`src/rtl/cpurf_pkg.sv`:
```
// What this block does
// - Eight 16-bit general registers, also reachable as sixteen byte registers.
// - A register used as an operand address is always read as 16 bits.
// - Data access reads or writes a whole word, or either byte alone.
// - The eighth register is the stack pointer, moved implicitly on calls and interrupts.
// - The 16-bit program counter holds the next instruction; its bit 0 reads zero.
// - Flag byte: mask, two user bits, half-carry, negative, zero, overflow, carry.
// - With the mask set, only the non-maskable interrupt is accepted.
// - Reset and the start of exception handling force the mask to one.
// - The two user bits are plain storage with no hardware effect.
// - Word add, subtract, compare set half-carry on carry out of bit 11.
// - Decimal adjust after add and subtract consults the half-carry flag.
// - Negative flag takes the sign bit of each flag-affecting result.
// - Zero flag is set for a zero result and cleared otherwise.
// - Overflow flag is set on arithmetic overflow and cleared otherwise.
// - Carry holds add/subtract carry, the bit shifted out, or the bit accumulator.
// - The flag byte can be loaded, stored, and changed by AND, OR, XOR immediates.
// - Conditional branches are decided from negative, zero, overflow and carry.
// - Reset loads the program counter from the reset vector and sets the mask.
// - Pushed flags form a word of two copies; a pop uses only the upper byte.
//
// Constants, enumerations and carriers shared by the register file and its users.
// Assumes one core clock and a datapath that sequences every request.

package cpurf_pkg;

    localparam int          GPR_COUNT  = 8;
    localparam logic [2:0]  SP_INDEX   = 3'h7;
    localparam int          CCR_I      = 7;
    localparam int          CCR_U1     = 6;
    localparam int          CCR_H      = 5;
    localparam int          CCR_U0     = 4;
    localparam int          CCR_N      = 3;
    localparam int          CCR_Z      = 2;
    localparam int          CCR_V      = 1;
    localparam int          CCR_C      = 0;
    localparam logic [7:0]  CCR_RESET  = 8'h80;
    localparam logic [15:0] GPR_RESET  = 16'h0000;
    localparam logic [15:0] SP_STEP    = 16'h0002;
    localparam logic [14:0] PC_STEP    = 15'h0001;
    localparam logic [7:0]  BCD_HIGH   = 8'h60;
    localparam logic [7:0]  BCD_LOW    = 8'h06;

    typedef enum logic {SIZE_BYTE, SIZE_WORD} cpurf_size_type;

    typedef enum logic [3:0] {
        ALU_NONE, ALU_ADD, ALU_ADDX, ALU_SUB, ALU_SUBX, ALU_CMP, ALU_NEG,
        ALU_LOGIC, ALU_SHIFT, ALU_BITC, ALU_DAA, ALU_DAS
    } cpurf_alu_type;

    typedef enum logic [2:0] {
        CCR_KEEP, CCR_LOAD, CCR_AND, CCR_OR, CCR_XOR, CCR_POP
    } cpurf_ccr_type;

    typedef enum logic [1:0] {SP_KEEP, SP_PUSH, SP_POP} cpurf_sp_type;

    typedef struct packed {
        logic           en;
        logic [3:0]     idx;
        cpurf_size_type size;
        logic [15:0]    data;
    } cpurf_wr_type;

    typedef struct packed {
        cpurf_alu_type  op;
        cpurf_size_type size;
        logic [15:0]    a;
        logic [15:0]    b;
        logic           bitIn;
    } cpurf_alu_req_type;

endpackage

```
`src/rtl/cpurf_register_file.sv`:
```
// Programmer-visible register set of the CPU core: general registers,
// program counter and flag byte, with flag generation for the datapath.
// Assumes the decoder sequences requests and holds each for one mclk cycle.

`timescale 1ns/10ps
`default_nettype none

module cpurf_register_file
    import cpurf_pkg::*;
(
    input  wire logic              mclk,
    input  wire logic              sys_rst,
    input  wire logic [15:0]       resetVector,
    input  wire logic [3:0]        rdIdxA,
    input  wire cpurf_size_type    rdSizeA,
    output logic      [15:0]       rdDataA,
    input  wire logic [3:0]        rdIdxB,
    input  wire cpurf_size_type    rdSizeB,
    output logic      [15:0]       rdDataB,
    input  wire logic [2:0]        addrIdx,
    output logic      [15:0]       addrValue,
    input  wire cpurf_wr_type      wrReq,
    input  wire cpurf_sp_type      spOp,
    output logic      [15:0]       stackTop,
    input  wire logic              pcLoad,
    input  wire logic [15:0]       pcTarget,
    input  wire logic              pcAdvance,
    output logic      [15:0]       pcValue,
    input  wire cpurf_alu_req_type aluReq,
    output logic      [15:0]       aluResult,
    input  wire cpurf_ccr_type     ccrOp,
    input  wire logic [15:0]       ccrOperand,
    output logic      [7:0]        ccrValue,
    output logic      [15:0]       ccrPushWord,
    input  wire logic              excStart,
    input  wire logic              irqRequest,
    input  wire logic              nmiRequest,
    output logic                   intAccept,
    input  wire logic [3:0]        branchCond,
    output logic                   branchTaken
);

    // ==========================================================
    // General registers
    // ==========================================================

    logic [15:0] gpr [GPR_COUNT];

    always_ff @(posedge mclk)
    begin
        if (sys_rst)
        begin
            for (int i = 0; i < GPR_COUNT; i++)
            begin
                gpr[i] <= GPR_RESET;
            end
        end
        else
        begin
            // Implicit stack moves first so an explicit write to the same register wins
            case (spOp)
                SP_PUSH: gpr[SP_INDEX] <= gpr[SP_INDEX] - SP_STEP;
                SP_POP:  gpr[SP_INDEX] <= gpr[SP_INDEX] + SP_STEP;
                default: ;
            endcase
            if (wrReq.en)
            begin
                if (wrReq.size == SIZE_WORD)
                begin
                    gpr[wrReq.idx[2:0]] <= wrReq.data;
                end
                else if (wrReq.idx[3])
                begin
                    gpr[wrReq.idx[2:0]][7:0] <= wrReq.data[7:0];
                end
                else
                begin
                    gpr[wrReq.idx[2:0]][15:8] <= wrReq.data[7:0];
                end
            end
        end
    end

    // Byte index 0..7 selects the upper halves, 8..15 the lower halves
    function automatic logic [15:0] readView(input logic [3:0] idx, input cpurf_size_type size,
                                              input logic [15:0] word);
        logic [15:0] view;
        view = word;
        if (size == SIZE_BYTE)
        begin
            view = idx[3] ? {8'h00, word[7:0]} : {8'h00, word[15:8]};
        end
        return view;
    endfunction

    always_comb
    begin
        rdDataA = readView(rdIdxA, rdSizeA, gpr[rdIdxA[2:0]]);
        rdDataB = readView(rdIdxB, rdSizeB, gpr[rdIdxB[2:0]]);
    end

    assign addrValue = gpr[addrIdx];
    assign stackTop  = gpr[SP_INDEX];

    // ==========================================================
    // Program counter
    // ==========================================================

    logic [14:0] pcWord;

    always_ff @(posedge mclk)
    begin
        if (sys_rst)
        begin
            pcWord <= resetVector[15:1];
        end
        else if (pcLoad)
        begin
            pcWord <= pcTarget[15:1];
        end
        else if (pcAdvance)
        begin
            pcWord <= pcWord + PC_STEP;
        end
    end

    assign pcValue = {pcWord, 1'b0};

    // ==========================================================
    // Adder and flag generation
    // ==========================================================

    logic [7:0]  condition_flags;
    logic        isSub;
    logic        isArith;
    logic        carryIn;
    logic [15:0] addX;
    logic [15:0] addY;
    logic [4:0]  nibSum;
    logic [12:0] midSum;
    logic [8:0]  byteSum;
    logic [16:0] wordSum;
    logic [15:0] sum;
    logic        carryOut;
    logic        halfOut;
    logic        signX;
    logic        signY;
    logic        signR;

    always_comb
    begin
        isSub   = (aluReq.op == ALU_SUB) || (aluReq.op == ALU_SUBX) ||
                  (aluReq.op == ALU_CMP) || (aluReq.op == ALU_NEG);
        isArith = isSub || (aluReq.op == ALU_ADD) || (aluReq.op == ALU_ADDX);
        addX    = aluReq.a;
        addY    = aluReq.b;
        carryIn = 1'b0;
        case (aluReq.op)
            ALU_ADDX: carryIn = condition_flags[CCR_C];
            ALU_SUB,
            ALU_CMP:
            begin
                addY    = ~aluReq.b;
                carryIn = 1'b1;
            end
            ALU_SUBX:
            begin
                addY    = ~aluReq.b;
                carryIn = ~condition_flags[CCR_C];
            end
            ALU_NEG:
            begin
                addX    = 16'h0000;
                addY    = ~aluReq.a;
                carryIn = 1'b1;
            end
            default: ;
        endcase
        nibSum  = {1'b0, addX[3:0]} + {1'b0, addY[3:0]} + {4'h0, carryIn};
        midSum  = {1'b0, addX[11:0]} + {1'b0, addY[11:0]} + {12'h000, carryIn};
        byteSum = {1'b0, addX[7:0]} + {1'b0, addY[7:0]} + {8'h00, carryIn};
        wordSum = {1'b0, addX} + {1'b0, addY} + {16'h0000, carryIn};
        if (aluReq.size == SIZE_WORD)
        begin
            sum      = wordSum[15:0];
            carryOut = wordSum[16] ^ isSub;
            halfOut  = midSum[12] ^ isSub;
            signX    = addX[15];
            signY    = addY[15];
            signR    = wordSum[15];
        end
        else
        begin
            sum      = {8'h00, byteSum[7:0]};
            carryOut = byteSum[8] ^ isSub;
            halfOut  = nibSum[4] ^ isSub;
            signX    = addX[7];
            signY    = addY[7];
            signR    = byteSum[7];
        end
    end

    // Decimal adjust of a byte, steered by the half-carry and carry flags
    logic [7:0] bcdAdj;
    logic [7:0] bcdOut;
    logic       bcdCarry;

    always_comb
    begin
        bcdAdj   = 8'h00;
        bcdCarry = condition_flags[CCR_C];
        if (aluReq.op == ALU_DAA)
        begin
            if (condition_flags[CCR_C] || (aluReq.a[7:0] > 8'h99))
            begin
                bcdAdj   = BCD_HIGH;
                bcdCarry = 1'b1;
            end
            if (condition_flags[CCR_H] || (aluReq.a[3:0] > 4'h9))
            begin
                bcdAdj = bcdAdj + BCD_LOW;
            end
            bcdOut = aluReq.a[7:0] + bcdAdj;
        end
        else
        begin
            if (condition_flags[CCR_C])
            begin
                bcdAdj = BCD_HIGH;
            end
            if (condition_flags[CCR_H])
            begin
                bcdAdj = bcdAdj + BCD_LOW;
            end
            bcdOut = aluReq.a[7:0] - bcdAdj;
        end
    end

    // Result seen by N and Z; logic and shift results arrive on operand a
    logic [15:0] flagSrc;
    logic        flagSign;

    always_comb
    begin
        if (isArith)
        begin
            flagSrc = sum;
        end
        else if ((aluReq.op == ALU_DAA) || (aluReq.op == ALU_DAS))
        begin
            flagSrc = {8'h00, bcdOut};
        end
        else if (aluReq.size == SIZE_WORD)
        begin
            flagSrc = aluReq.a;
        end
        else
        begin
            flagSrc = {8'h00, aluReq.a[7:0]};
        end
        flagSign = (aluReq.size == SIZE_WORD) ? flagSrc[15] : flagSrc[7];
    end

    always_ff @(posedge mclk)
    begin
        if (sys_rst)
        begin
            aluResult <= 16'h0000;
        end
        else if ((aluReq.op != ALU_NONE) && (aluReq.op != ALU_CMP) && (aluReq.op != ALU_BITC))
        begin
            aluResult <= flagSrc;
        end
    end

    // ==========================================================
    // Flag byte
    // ==========================================================

    logic [7:0] next_ccr;

    always_comb
    begin
        next_ccr = condition_flags;
        case (ccrOp)
            CCR_LOAD: next_ccr = ccrOperand[7:0];
            CCR_AND:  next_ccr = condition_flags & ccrOperand[7:0];
            CCR_OR:   next_ccr = condition_flags | ccrOperand[7:0];
            CCR_XOR:  next_ccr = condition_flags ^ ccrOperand[7:0];
            CCR_POP:  next_ccr = ccrOperand[15:8];
            default:
            begin
                case (aluReq.op)
                    ALU_ADD, ALU_ADDX, ALU_SUB, ALU_SUBX, ALU_CMP, ALU_NEG:
                    begin
                        next_ccr[CCR_H] = halfOut;
                        next_ccr[CCR_N] = flagSign;
                        next_ccr[CCR_Z] = (flagSrc == 16'h0000);
                        next_ccr[CCR_V] = (signX == signY) && (signR != signX);
                        next_ccr[CCR_C] = carryOut;
                    end
                    ALU_LOGIC:
                    begin
                        next_ccr[CCR_N] = flagSign;
                        next_ccr[CCR_Z] = (flagSrc == 16'h0000);
                        next_ccr[CCR_V] = 1'b0;
                    end
                    ALU_SHIFT:
                    begin
                        next_ccr[CCR_N] = flagSign;
                        next_ccr[CCR_Z] = (flagSrc == 16'h0000);
                        next_ccr[CCR_V] = 1'b0;
                        next_ccr[CCR_C] = aluReq.bitIn;
                    end
                    ALU_BITC: next_ccr[CCR_C] = aluReq.bitIn;
                    ALU_DAA, ALU_DAS:
                    begin
                        next_ccr[CCR_N] = flagSign;
                        next_ccr[CCR_Z] = (flagSrc == 16'h0000);
                        next_ccr[CCR_C] = bcdCarry;
                    end
                    default: ;
                endcase
            end
        endcase
        if (excStart)
        begin
            next_ccr[CCR_I] = 1'b1;
        end
    end

    always_ff @(posedge mclk)
    begin
        if (sys_rst)
        begin
            condition_flags <= CCR_RESET;
        end
        else
        begin
            condition_flags <= next_ccr;
        end
    end

    assign ccrValue    = condition_flags;
    assign ccrPushWord = {condition_flags, condition_flags};

    // ==========================================================
    // Interrupt gate and branch conditions
    // ==========================================================

    assign intAccept = nmiRequest || (irqRequest && !condition_flags[CCR_I]);

    logic fn;
    logic fz;
    logic fv;
    logic fc;

    always_comb
    begin
        fn = condition_flags[CCR_N];
        fz = condition_flags[CCR_Z];
        fv = condition_flags[CCR_V];
        fc = condition_flags[CCR_C];
        case (branchCond)
            4'h0:    branchTaken = 1'b1;
            4'h1:    branchTaken = 1'b0;
            4'h2:    branchTaken = !(fc || fz);
            4'h3:    branchTaken = fc || fz;
            4'h4:    branchTaken = !fc;
            4'h5:    branchTaken = fc;
            4'h6:    branchTaken = !fz;
            4'h7:    branchTaken = fz;
            4'h8:    branchTaken = !fv;
            4'h9:    branchTaken = fv;
            4'hA:    branchTaken = !fn;
            4'hB:    branchTaken = fn;
            4'hC:    branchTaken = !(fn ^ fv);
            4'hD:    branchTaken = fn ^ fv;
            4'hE:    branchTaken = !(fz || (fn ^ fv));
            default: branchTaken = fz || (fn ^ fv);
        endcase
    end

endmodule

`default_nettype wire

```
`config.mk`:
```
export PLATFORM = sky130hd
export DESIGN_NAME = cpurf_register_file
export DESIGN_NICKNAME = d
export VERILOG_FILES = /design/src/rtl/cpurf_pkg.sv /design/src/rtl/cpurf_register_file.sv
export SDC_FILE = /design/constraint.sdc
export NUM_CORES = 1
export LEC_CHECK = 0
export BUFFER_PORTS_ARGS = -buffer_cell sky130_fd_sc_hd__buf_4
export CORE_MARGIN = 1.5
export CORE_UTILIZATION = 57
export DETAILED_ROUTE_END_ITERATION = 8
export GPL_TIMING_DRIVEN = 1
export HOLD_SLACK_MARGIN = 0.03
export PLACE_DENSITY = 0.82
export RECOVER_POWER = 100
export SLEW_MARGIN = 5
export SYNTH_ARGS = -nofsm -noshare
export SYNTH_HDL_FRONTEND = slang
export SYNTH_SLANG_ARGS = --single-unit
export TNS_END_PERCENT = 5
```
`constraint.sdc`:
```
create_clock -name mclk -period 5.8 [get_ports mclk]
set_input_delay 0.87 -clock mclk [delete_from_list [all_inputs] [get_ports mclk]]
set_output_delay 0.87 -clock mclk [all_outputs]
set_load 0.01 [all_outputs]
```
==> results of run 1 <==
cells by family after synthesis:
group	count (synthesis)	share of synthesized area (%)
adders and majority gates	47	4.48
DFF	167	35.1
other	1	0.0275
and+or+nand+nor	485	18.0
muxes	158	20.7
xor gates and xnor gates	38	2.44
AOI/OAI and AO/OA	312	14.8
buffers and inverters	138	4.57
sequential cells by signal (all words and copies together), names as in the netlist:
name       cells
pcWord        15
aluResult     16
gpr          128
ccrValue       8
cells in the mapped netlist (14+ instances only):
cell type,instances
sky130_fd_sc_hd__a211oi_1,31
sky130_fd_sc_hd__a21oi_1,75
sky130_fd_sc_hd__and2_1,78
sky130_fd_sc_hd__buf_2,14
sky130_fd_sc_hd__buf_4,17
sky130_fd_sc_hd__clkbuf_1,57
sky130_fd_sc_hd__dfxtp_1,24
sky130_fd_sc_hd__edfxtp_1,143
sky130_fd_sc_hd__ha_1,44
sky130_fd_sc_hd__inv_1,37
sky130_fd_sc_hd__mux2_2,23
sky130_fd_sc_hd__mux2i_1,38
sky130_fd_sc_hd__mux4_2,96
sky130_fd_sc_hd__nand2_1,110
sky130_fd_sc_hd__nand3_1,25
sky130_fd_sc_hd__nor2_1,146
sky130_fd_sc_hd__nor2b_1,42
sky130_fd_sc_hd__o21ai_0,96
sky130_fd_sc_hd__o22ai_1,14
sky130_fd_sc_hd__xnor2_1,20
sky130_fd_sc_hd__xor2_1,18
stage by stage:
stage / setup slack (ns) / cell area [um^2] / util (%)
3_3_place_gp: 1.10 / 15500 / 66.2
5_1_grt: 0.538 / 15700 / 66.7
2_1_floorplan: 1.31 / 13600 / -
6_report: 0.851 / 15700 / 66.7
4_1_cts: 1.39 / 16100 / 68.8
3_5_place_dp: 0.972 / 15500 / 66.2
layer usage:
metal / vias up / track usage [%] / share of wire, %
li1: 5409 / - / -
met4: 0 / 14.7 / 3.3
met1: 5792 / 41.9 / 36
met3: 105 / 7.38 / 11
met5: - / 0 / 0
met2: 787 / 57.2 / 50
how the worst max path moves through the flow:
stage / cells past startpoint / endpoint
floorplan: 19 / ccrValue[2]
global placement: 14 / ccrValue[2]
detailed placement: 14 / ccrValue[2]
CTS: 16 / ccrValue[3]
global route: 17 / ccrValue[3]
finish: 17 / ccrValue[3]
tightest hold or removal path: cells and delay by family (launching register included):
family / cells / cell delay, ns
AO/OA/AOI/OAI: 1 / 0.05
flip-flops: 1 / 0.31
AND/OR/NAND/NOR: 1 / 0.05
where the power goes:
group / switching, W / internal [W] / leakage (nW)
clock: 0.000542 / 0.000618 / 0.296
sequential: 0.000157 / 0.00142 / 1.60
combinational: 0.000628 / 0.000507 / 3.94
final cells by class:
| class | instances | share of cell area, % |
|---|---|---|
| Multi-Input combinational cell | 1041 | 52.3 |
| Sequential cell | 167 | 30.5 |
| Timing Repair Buffer | 268 | 9.92 |
| Clock buffer | 17 | 2.72 |
| Tap cell | 319 | 2.55 |
| Clock inverter | 15 | 1.10 |
| Inverter | 38 | 0.911 |
| Antenna cell | 1 | 0.0160 |
==> results.rst, run 1 <==
.. list-table::
   :header-rows: 1

   * - Metric
     - Value
   * - Run status
     - complete, but fails checks
   * - Violations in the final reports
     - capacitance limit, slew limit
   * - Routed wire length per instance
     - between 20 and 25 um
   * - Area of the multi-input gates
     - 8190 um^2
   * - Primary flip-flop cell chosen by synthesis mapping
     - sky130_fd_sc_hd__edfxtp_1
   * - Type of the worst min-delay path
     - reg2reg
   * - Register area
     - 4770 um^2
   * - Ratio of cells with drive above 1 in the final layout
     - 20.6%
   * - Start point of the worst hold path
     - aluResult[8]
   * - Kind of cell with the highest combined delay on the critical path
     - compound AO/OA/AOI/OAI gates
   * - Worst hold slack
     - between 0.4 and 0.5 ns
   * - YS warnings
     - 0
   * - Number of core rows
     - 56
   * - Longest individual stage delay on the worst path
     - 0.53 ns
   * - Mapped Nets
     - 1530
   * - Clock tree from TritonCTS
     - done
   * - TritonCTS Buffers
     - 17
   * - Number of cells on the worst hold path
     - 2
   * - Largest net degree at the start of global routing
     - just over 60
   * - X dimension of the die
     - 158 um
   * - Proportion of synthesized flip-flops having asynchronous set or reset
     - 0%
   * - Total global routing overflow
     - 0
   * - Critical Path, Cell by Cell
     - clkbuf_1 > nand3b_1 > a21o_1 > nand2_1 > clkbuf_1 > nand2_1 > o21ai_0 > o21ai_0 > ha_1 > a211oi_2 > o21bai_1 > a21o_1 > o31ai_1 > xor2_1 > mux2_2 > o211a_1 > a2111oi_1
   * - Top fanout value on the critical path
     - 15
   * - Number of standard cells after synthesis
     - 1346
   * - Area growth, synth to finish
     - 15.0%
   * - Post-synthesis sequential area ratio
     - 35.1%
   * - Overall power after layout
     - 0.00387 W
   * - Number of max-cap violations
     - 1
   * - Clock latency reported for the late side of the worst-skew pair
     - 0.44 ns
   * - Post-route setup TNS
     - 0 ns
   * - Die Outline Area
     - about 25000 um^2
   * - CTS sink cnt
     - 167
   * - Endpoint class of the critical path
     - register
   * - Synthesized cell area
     - 13600 um^2
   * - Area of the placeable core
     - about 23000 um^2
   * - Clk pin slew, worst setup/hold paths
     - 0.08 ns
   * - Cell type contributing the most total cell area after synthesis
     - sky130_fd_sc_hd__edfxtp_1
   * - Via count of the first global-routing pass
     - 11614
   * - Number of remaining DRC errors
     - 0
   * - I/O Pins
     - 259
   * - F_max
     - 202 MHz
   * - Arrival time at the worst endpoint
     - 5.24 ns
   * - Cells after DPL
     - approximately 1800
   * - First element of the critical path
     - aluReq[34]
   * - Count of final setup violators
     - 0
   * - Startpoint-to-endpoint class of the critical path
     - in2reg
   * - Power per standard cell area
     - 247 nW/um^2
   * - Most common library cell in the layout ignoring fill and taps
     - sky130_fd_sc_hd__nor2_1
   * - Number of nets with antenna violations after routing
     - 0
   * - Root buffer cell
     - sky130_fd_sc_hd__clkbuf_16
   * - Count of buffering cells on the critical path with inverters included
     - 2
   * - Sink of the worst hold path
     - aluResult[8]
   * - Final non-filler cell total
     - 1866
   * - Final Slew Violations
     - 61
   * - Last weighted congestion value of the routability-driven placer
     - 0.922
   * - Proportion of netlist area held by the largest area contributor
     - 31.5%
   * - Data required time of the critical path
     - 6.09 ns
   * - Hold_buf cts
     - 0
   * - Number of DRC markers after the initial detailed-route iteration
     - 1503
   * - Standard cell with the maximum stage delay on the critical path
     - sky130_fd_sc_hd__clkbuf_1
   * - Distinct cells, synth
     - 89
   * - Die outline height
     - 158 um
   * - Initial antenna violation count
     - 1
   * - Post-cts sizing count
     - 0
   * - Count of TritonRoute iterations in the first routing pass
     - 5
   * - FF-to-FF Start
     - ccrValue[0]
   * - Flip-flop and latch count after synthesis
     - 167
   * - Number of nets in the finished design
     - 1717
   * - Half-perimeter wire length of the detailed placement result
     - roughly 30000 um
   * - Commonest non-fill, non-tap cells in the layout
     - sky130_fd_sc_hd__nor2_1 (146), sky130_fd_sc_hd__buf_4 (145), sky130_fd_sc_hd__edfxtp_1 (143)
   * - RSZ-0062 raised after global routing
     - false
   * - Critical path launch point type
     - primary input
   * - Setup bufs post-CTS
     - 0
   * - Transition time at the pin with the least slew margin
     - ~2.7 ns
   * - Relative slew slack
     - -77.9%
   * - Mean post-synth cell area
     - 10.1 um^2
   * - Minimum period implied by the final worst setup slack
     - slightly below 5 ns
   * - Maximum count of clock buffers along a single path
     - 2
   * - Detailed-route vias per instance
     - ~6.5
   * - Number of enable-type register cells in the synthesized netlist
     - 143
   * - Depth of the worst register-to-register path
     - 15
   * - Total of buffers placed on input and output ports
     - 255
   * - Post-Route Skew
     - 0.0101 ns
   * - Register-to-register setup slack
     - around 1.6 ns
   * - Static Leak
     - ~5.8 nW
   * - H-tree levels
     - 4
   * - Overall routing resource usage
     - between 30% and 40%
   * - Final routed wirelength across all metal layers
     - 41600 um
   * - Fill count
     - 1850
   * - Hold Fails Final Rpt
     - 0
   * - Wire length of the first global-routing pass
     - about 63000 um
   * - Maximum vdd ir drop
     - 0.170 mV
   * - Destination of the worst register-to-register timing path
     - ccrValue[2]
   * - Vias post-DR
     - between 10000 and 15000
   * - Initial Utilization
     - about three fifths
   * - Top cells by area in the synthesized netlist
     - sky130_fd_sc_hd__edfxtp_1 (32%), sky130_fd_sc_hd__mux4_2 (16%), sky130_fd_sc_hd__ha_1 (4.0%)
   * - Crit share post-route
     - 85.3%
(Power assumes the default switching activity.)
==> run 2: changes to the inputs <==
==> constraint.sdc (replaced) <==
create_clock -name mclk -period 5.8 [get_ports mclk]
set_input_delay 0 -clock mclk [delete_from_list [all_inputs] [get_ports mclk]]
set_output_delay 0 -clock mclk [all_outputs]
set_load 0.01 [all_outputs]
==> results.rst, run 2 (synthesis results as in run 1) <==
.. list-table::
   :header-rows: 1

   * - Metric
     - Value
   * - Most common library cell in the layout ignoring fill and taps
     - sky130_fd_sc_hd__nor2_1
   * - Violations in the final reports
     - capacitance limit, slew limit
   * - Sink of the worst hold path
     - ccrValue[7]
   * - Final non-filler cell total
     - 1917 (+2.7%)
   * - Number of remaining DRC errors
     - 0 (unchanged)
   * - Via count of the first global-routing pass
     - 12355 (+6.4%)
   * - Number of DRC markers after the initial detailed-route iteration
     - 1444 (-3.9%)
   * - Type of the worst min-delay path
     - in2reg
   * - Arrival time at the worst endpoint
     - 5.35 ns (+0.11 ns)
   * - CTS sink cnt
     - 167 (unchanged)
   * - Detailed-route vias per instance
     - 6.56 (+1.2%)
   * - Area of the multi-input gates
     - 8180 um^2 (about the same)
   * - Register-to-register setup slack
     - 1.04 ns (-0.55 ns)
   * - F_max
     - 202 MHz (-0.19%)
   * - Startpoint-to-endpoint class of the critical path
     - in2reg
   * - Routed wire length per instance
     - 22.8 um (+2.5%)
   * - Minimum period implied by the final worst setup slack
     - 4.96 ns (+0.00917 ns)
   * - Post-cts sizing count
     - 0 (unchanged)
   * - Number of nets with antenna violations after routing
     - 0 (unchanged)
   * - RSZ-0062 raised after global routing
     - false
   * - Maximum count of clock buffers along a single path
     - 2 (unchanged)
   * - Top fanout value on the critical path
     - 33 (+18)
   * - Wire length of the first global-routing pass
     - 66800 um (+6.0%)
   * - FF-to-FF Start
     - ccrValue[0]
   * - Half-perimeter wire length of the detailed placement result
     - 30600 um (+0.29%)
   * - Met2 capacity usage during global routing
     - 59.5% (+2.2 points)
   * - Power per standard cell area
     - 245 nW/um^2 (-0.98%)
   * - Run status
     - complete, but fails checks
   * - Number of cells on the worst hold path
     - 6 (+4)
   * - Clock tree from TritonCTS
     - done
   * - Met3 track utilization from global routing
     - 8.87% (+1.5 points)
   * - Destination of the worst register-to-register timing path
     - ccrValue[2]
   * - Post-route setup TNS
     - 0 ns (unchanged)
   * - Commonest non-fill, non-tap cells in the layout
     - sky130_fd_sc_hd__nor2_1 (146), sky130_fd_sc_hd__edfxtp_1 (143), sky130_fd_sc_hd__buf_4 (141)
   * - Final routed wirelength across all metal layers
     - 43800 um (+5.3%)
   * - Initial Utilization
     - 58.0% (unchanged)
   * - Post-Route Skew
     - 0.0157 ns (+0.00562 ns)
   * - Final Slew Violations
     - 59 (-3.3%)
   * - Relative slew slack
     - -70.1% (+7.9 points)
   * - TritonCTS Buffers
     - 17 (unchanged)
   * - Area of the placeable core
     - 23500 um^2 (unchanged)
   * - Overall routing resource usage
     - 35.8% (+1.9 points)
   * - Initial antenna violation count
     - 1 (unchanged)
   * - PnR worst setup slack
     - 0.841 ns (-0.00917 ns)
   * - Root buffer cell
     - sky130_fd_sc_hd__clkbuf_16
   * - Cells after DPL
     - 1833 (unchanged)
   * - Last weighted congestion value of the routability-driven placer
     - 0.920 (-0.17%)
   * - Endpoint class of the critical path
     - register
   * - Fill count
     - 1774 (-4.1%)
   * - Hold_buf cts
     - 51 (+51)
   * - Die outline height
     - 158 um (unchanged)
   * - Depth of the worst register-to-register path
     - 16 (+1)
   * - Number of nets in the finished design
     - 1768 (+3.0%)
   * - Vias post-DR
     - 12572 (+4.0%)
   * - Transition time at the pin with the least slew margin
     - 2.55 ns (-0.118 ns)
   * - Clk pin slew, worst setup/hold paths
     - 0.08 ns (about the same)
   * - Total global routing overflow
     - 0 (unchanged)
   * - X dimension of the die
     - 158 um (unchanged)
   * - Number of max-cap violations
     - 1 (unchanged)
   * - Clock latency reported for the late side of the worst-skew pair
     - 0.45 ns (about the same)
   * - Total of buffers placed on input and output ports
     - 255 (unchanged)
   * - I/O Pins
     - 259 (unchanged)
   * - Static Leak
     - 6.06 nW (+3.7%)
   * - H-tree levels
     - 4 (unchanged)
   * - Crit share post-route
     - 85.5% (+0.16 points)
   * - Area growth, synth to finish
     - 18.8%
   * - Met1 layer usage reported by global route
     - 43.5% (+1.6 points)
   * - Setup bufs post-CTS
     - 0 (unchanged)
   * - Number of core rows
     - 56 (unchanged)
   * - Hold Fails Final Rpt
     - 0 (unchanged)
   * - Flip-flop count of the largest register after layout
     - 128 (unchanged)
   * - Register containing the most flip-flops in the final layout
     - gpr
   * - Register area
     - 4770 um^2 (unchanged)
   * - Biggest registers after layout
     - gpr x128, aluResult x16, pcWord x15
   * - Largest net degree at the start of global routing
     - 59 (-3.3%)
   * - Global routing's busiest layer
     - met2
   * - Count of final setup violators
     - 0 (unchanged)
   * - Ratio of cells with drive above 1 in the final layout
     - 19.3% (-1.3 points)
   * - Start point of the worst hold path
     - ccrOperand[7]
   * - Critical path launch point type
     - primary input
   * - Data required time of the critical path
     - 6.19 ns (+0.10 ns)
   * - Maximum vdd ir drop
     - 0.199 mV (+17%)
   * - Count of TritonRoute iterations in the first routing pass
     - 5 (unchanged)
   * - Die Outline Area
     - 24800 um^2 (unchanged)
   * - Pre-CTS setup slack
     - 1.70 ns (+0.733 ns)
==> run 2: changes by cell type in the layout (fill, tap and decap cells not counted), sizes merged <==
cell,previous run,this run
inv,47,45
clkinvlp,0,1
buf,145,141
clkbuf,140,144
dlygate4sd3,0,51
clkinv,5,6
==> run 2: through the flow <==
| step | power (W) | hold slack, ns | area [um^2] | util (%) |
|---|---|---|---|---|
| 3_5_place_dp | 0.00279 | 0.190 | 15500 | 66.2 |
| 3_3_place_gp | 0.00275 | 0.187 | 15500 | 66.2 |
| 4_1_cts | 0.00400 | 0.0430 | 16700 | 71.1 |
| 5_1_grt | 0.00409 | 0.0672 | 16200 | 68.9 |
| 2_1_floorplan | 0.00231 | 0.102 | 13600 | - |
| 6_report | 0.00396 | 0.0489 | 16200 | 68.9 |
==> run 2: power by group <==
group,internal [W],switching (W)
clock,0.000626,0.000573
combinational,0.000532,0.000647
sequential,0.00142,0.000161
==> run 2: area by class of cell <==
| type | instances | share of cell area (%) |
|---|---|---|
| Clock buffer | 17 | 2.63 |
| Multi-Input combinational cell | 1041 | 50.6 |
| Antenna cell | 1 | 0.0155 |
| Inverter | 38 | 0.882 |
| Timing Repair Buffer | 319 | 12.6 |
| Sequential cell | 167 | 29.5 |
| Clock inverter | 15 | 1.23 |
| Tap cell | 319 | 2.47 |
==> run 2: worst max-delay path, stage by stage <==
cell,delay (ns)
sky130_fd_sc_hd__clkbuf_1,0.45
sky130_fd_sc_hd__nand4bb_1,0.16
sky130_fd_sc_hd__buf_4,0.25
sky130_fd_sc_hd__nand2_1,0.41
sky130_fd_sc_hd__nand2_1,0.09
sky130_fd_sc_hd__o21ai_0,0.08
sky130_fd_sc_hd__o21ai_0,0.13
sky130_fd_sc_hd__fa_1,0.48
sky130_fd_sc_hd__a211oi_1,0.48
sky130_fd_sc_hd__o21ai_0,0.23
sky130_fd_sc_hd__and2_0,0.27
sky130_fd_sc_hd__a2111oi_4,0.35
sky130_fd_sc_hd__xnor2_1,0.11
sky130_fd_sc_hd__a22oi_1,0.35
sky130_fd_sc_hd__nand2_1,0.11
sky130_fd_sc_hd__dlygate4sd3_1,0.60
sky130_fd_sc_hd__o31ai_2,0.24
sky130_fd_sc_hd__dlygate4sd3_1,0.57
==> run 2: layer usage <==
layer  part of all wire [%]  routed length [um]  vias to the layer above
li1                       -                   -                     5522
met1                     36               15600                     5978
met2                     48               21100                      881
met3                     11                5000                      191
met4                    4.7                2080                        0
met5                      0                   0                        -
==> run 2: how the worst max path moves through the flow <==
stage                startpoint           to  slack (ns)  cells after the start
global route         aluReq[36]  ccrValue[2]        0.55                     18
floorplan            aluReq[37]  ccrValue[2]        2.18                     19
detailed placement  ccrValue[0]  ccrValue[2]        1.70                     15
global placement    ccrValue[0]  ccrValue[2]        1.72                     15
CTS                 ccrValue[0]  ccrValue[2]        1.12                     16
finish               aluReq[36]  ccrValue[2]        0.84                     18
==> run 3: changes to the inputs <==
--- a/config.mk
+++ b/config.mk
@@ -5,9 +5,10 @@
 export SDC_FILE = /design/constraint.sdc
 export NUM_CORES = 1
 export LEC_CHECK = 0
-export BUFFER_PORTS_ARGS = -buffer_cell sky130_fd_sc_hd__buf_4
+export BUFFER_PORTS_ARGS = -buffer_cell sky130_fd_sc_hd__buf_2
 export CORE_MARGIN = 1.5
 export CORE_UTILIZATION = 57
+export CTS_CLUSTER_SIZE = 28
 export DETAILED_ROUTE_END_ITERATION = 8
 export GPL_TIMING_DRIVEN = 1
 export HOLD_SLACK_MARGIN = 0.03
==> results.rst, run 3 (synthesis results as in run 1) <==
.. list-table::
   :header-rows: 1

   * - Metric
     - Value
   * - Fill count
     - 1762 (-0.68%)
   * - Number of max-cap violations
     - 1 (unchanged)
   * - Overall routing resource usage
     - 34.0% (-1.7 points)
   * - Clk pin slew, worst setup/hold paths
     - 0.08 ns (about the same)
   * - Top fanout value on the critical path
     - 18 (-45%)
   * - Post-route setup TNS
     - 0 ns (unchanged)
   * - Global routing's busiest layer
     - met2
   * - Die Outline Area
     - 24800 um^2 (unchanged)
   * - FF-to-FF Start
     - ccrValue[0]
   * - Kind of cell with the highest combined delay on the critical path
     - simple AND/OR/NAND/NOR gates
   * - Sink of the worst hold path
     - gpr[7][7]
   * - Number of cells on the worst hold path
     - 3 (-3)
   * - Die outline height
     - 158 um (unchanged)
   * - Clock tree from TritonCTS
     - done
   * - Area of the placeable core
     - 23500 um^2 (unchanged)
   * - Start point of the worst hold path
     - wrReq[7]
   * - Final Instance Area
     - 15700 um^2 (-2.7%)
   * - TritonCTS Buffers
     - 17 (unchanged)
   * - I/O Pins
     - 259 (unchanged)
   * - Biggest registers after layout
     - gpr x128, aluResult x16, pcWord x15
   * - Commonest non-fill, non-tap cells in the layout
     - sky130_fd_sc_hd__nor2_1 (146), sky130_fd_sc_hd__edfxtp_1 (143), sky130_fd_sc_hd__buf_2 (136)
   * - Detailed-route vias per instance
     - 6.51 (-0.67%)
   * - Violations in the final reports
     - capacitance limit, slew limit
   * - Register-to-register setup slack
     - 1.09 ns (+0.05 ns)
   * - Met3 track utilization from global routing
     - 7.35% (-1.5 points)
   * - Register containing the most flip-flops in the final layout
     - gpr
   * - CTS sink cnt
     - 167 (unchanged)
   * - F_max
     - 203 MHz (+0.76%)
   * - Number of nets with antenna violations after routing
     - 0 (unchanged)
   * - Post-Route Skew
     - 0.00815 ns (-0.00758 ns)
   * - Count of buffering cells on the critical path with inverters included
     - 3 (-1)
   * - Flip-flop count of the largest register after layout
     - 128 (unchanged)
   * - Root buffer cell
     - sky130_fd_sc_hd__clkbuf_16
   * - Startpoint-to-endpoint class of the critical path
     - in2reg
   * - Last weighted congestion value of the routability-driven placer
     - 0.948 (+3.1%)
   * - Via count of the first global-routing pass
     - 11829 (-4.3%)
   * - Hold Fails Final Rpt
     - 0 (unchanged)
   * - Count of final setup violators
     - 0 (unchanged)
   * - Number of DRC markers after the initial detailed-route iteration
     - 1506 (+4.3%)
   * - Relative slew slack
     - -73.5% (-3.4 points)
   * - Total stage count of the critical path
     - 15 (-3)
   * - Static Leak
     - 5.89 nW (-2.8%)
   * - H-tree levels
     - 4 (unchanged)
   * - Crit share post-route
     - 84.8% (-0.65 points)
   * - Wire length of the first global-routing pass
     - 63600 um (-4.7%)
   * - Total global routing overflow
     - 0 (unchanged)
   * - Met2 capacity usage during global routing
     - 55.3% (-4.2 points)
   * - Clock latency reported for the late side of the worst-skew pair
     - 0.44 ns (about the same)
   * - Number of core rows
     - 56 (unchanged)
   * - RSZ-0062 raised after global routing
     - false
   * - Total of buffers placed on input and output ports
     - 255 (unchanged)
   * - Data required time of the critical path
     - 6.18 ns (about the same)
   * - Routed wire length per instance
     - 21.9 um (-4.1%)
   * - Transition time at the pin with the least slew margin
     - 2.60 ns (+0.0514 ns)
   * - Count of TritonRoute iterations in the first routing pass
     - 7 (+2)
   * - X dimension of the die
     - 158 um (unchanged)
   * - Final routed wirelength across all metal layers
     - 41900 um (-4.4%)
   * - Destination of the worst register-to-register timing path
     - ccrValue[2]
   * - Vias post-DR
     - 12455 (-0.93%)
   * - Arrival time at the worst endpoint
     - 5.30 ns (-0.05 ns)
   * - Largest net degree at the start of global routing
     - 60 (+1.7%)
   * - Area growth, synth to finish
     - 15.6%
   * - Depth of the worst register-to-register path
     - 16 (unchanged)
   * - Ratio of cells with drive above 1 in the final layout
     - 19.7% (+0.39 points)
   * - Met1 layer usage reported by global route
     - 42.7% (-0.76 points)
   * - Number of remaining DRC errors
     - 0 (unchanged)
   * - Final non-filler cell total
     - 1912 (-0.26%)
   * - Run status
     - complete, but fails checks
   * - Number of nets in the finished design
     - 1762 (-0.34%)
   * - Power per standard cell area
     - 245 nW/um^2 (+0.13%)
   * - Half-perimeter wire length of the detailed placement result
     - 29900 um (-2.4%)
   * - Cells after DPL
     - 1836 (+0.16%)
   * - Minimum period implied by the final worst setup slack
     - 4.92 ns (-0.0376 ns)
   * - Area of placed instances
     - 14900 um^2 (-4.0%)
   * - Endpoint class of the critical path
     - register
   * - Post-cts sizing count
     - 0 (unchanged)
   * - Type of the worst min-delay path
     - in2reg
   * - Standard cell with the maximum stage delay on the critical path
     - sky130_fd_sc_hd__nand3b_1
   * - Critical path launch point type
     - primary input
   * - Critical Path, Cell by Cell
     - clkbuf_1 > nand3b_1 > nor2_1 > o21ai_0 > inv_1 > ha_1 > a211o_1 > a31oi_1 > mux2_2 > a2111oi_0 > a21oi_1 > nor4_1 > nand4_1 > o31ai_2 > dlygate4sd3_1
   * - Initial Utilization
     - 58.0% (unchanged)
   * - Initial antenna violation count
     - 3 (+2)
   * - Final Slew Violations
     - 60 (+1.7%)
   * - Most common library cell in the layout ignoring fill and taps
     - sky130_fd_sc_hd__nor2_1
   * - Maximum count of clock buffers along a single path
     - 2 (unchanged)
   * - Longest individual stage delay on the worst path
     - 0.71 ns (+0.11 ns)
   * - Maximum vdd ir drop
     - 0.205 mV (+3.1%)
-- run 3: changes by cell type in the layout (fill, tap and decap cells not counted), sizes merged --
cell         before  now
clkinvlp          1    4
dlygate4sd3      51   42
buf             141  142
clkbuf          144  146
clkinv            6    5
diode             1    2
inv              45   43
-- run 3: how the worst max path moves through the flow --
stage                start           to  slack, ns
2_1_floorplan   aluReq[37]  ccrValue[2]       2.18
3_3_place_gp    aluReq[37]  ccrValue[2]       1.73
3_5_place_dp    aluReq[37]  ccrValue[2]       1.67
4_1_cts        ccrValue[0]  ccrValue[2]       1.29
5_1_grt         aluReq[37]  ccrValue[2]       0.53
6_report        aluReq[37]  ccrValue[2]       0.88
-- run 3: metal layers --
layer	routed length [um]	share of wire (%)	up-vias
met5	12	0.029	-
met4	2040	4.9	2
met3	4410	11	186
met2	19900	48	875
met1	15500	37	5867
li1	-	-	5525
-- run 3: per-stage QoR --
step	hold WS [ns]	worst slack (ns)	util (%)	power, W
3_3_place_gp	0.184	1.73	63.6	0.00265
5_1_grt	0.0507	0.535	67.0	0.00400
2_1_floorplan	0.102	2.18	-	0.00231
4_1_cts	0.0373	1.29	67.9	0.00385
6_report	0.0533	0.879	67.1	0.00386
3_5_place_dp	0.214	1.67	63.6	0.00270
-- run 3: power breakdown --
part	internal (W)	total [W]	switching (W)
clock	0.000610	0.00115	0.000535
sequential	0.00142	0.00158	0.000158
combinational	0.000501	0.00113	0.000634
total	0.00253	0.00386	0.00133
-- run 3: final cells by class --
type | count | area (um^2) | share of cell area (%)
clock buffer | 17 | 425 | 2.70
tap | 319 | 399 | 2.54
antenna | 2 | 5.00 | 0.0318
multi-input combinational | 1041 | 8190 | 52.1
clock inverter | 15 | 168 | 1.07
sequential | 167 | 4770 | 30.3
timing repair buffer | 313 | 1630 | 10.4
inverter | 38 | 143 | 0.906
-- run 3: timing repair --
action / in CTS / in global routing
endpoints found under the hold margin: 35 / 0
hold buffers: 42 / 0
buffers inserted: 0 / 0
-- run 3: worst reg2reg max path: stages (launching register included) --
cell                            delay, ns
sky130_fd_sc_hd__dfxtp_1             0.51
sky130_fd_sc_hd__nor2_1              0.09
sky130_fd_sc_hd__nor2_1              0.09
sky130_fd_sc_hd__nor2_1              0.04
sky130_fd_sc_hd__a2111oi_0           0.53
sky130_fd_sc_hd__fa_1                0.37
sky130_fd_sc_hd__inv_1               0.08
sky130_fd_sc_hd__fa_1                0.40
sky130_fd_sc_hd__nor2b_1             0.18
sky130_fd_sc_hd__o2111ai_1           0.17
sky130_fd_sc_hd__a31oi_1             0.44
sky130_fd_sc_hd__o21ai_0             0.15
sky130_fd_sc_hd__a32o_1              0.30
sky130_fd_sc_hd__nor4_1              0.35
sky130_fd_sc_hd__nand4_1             0.18
sky130_fd_sc_hd__o31ai_2             0.21
sky130_fd_sc_hd__dlygate4sd3_1       0.57
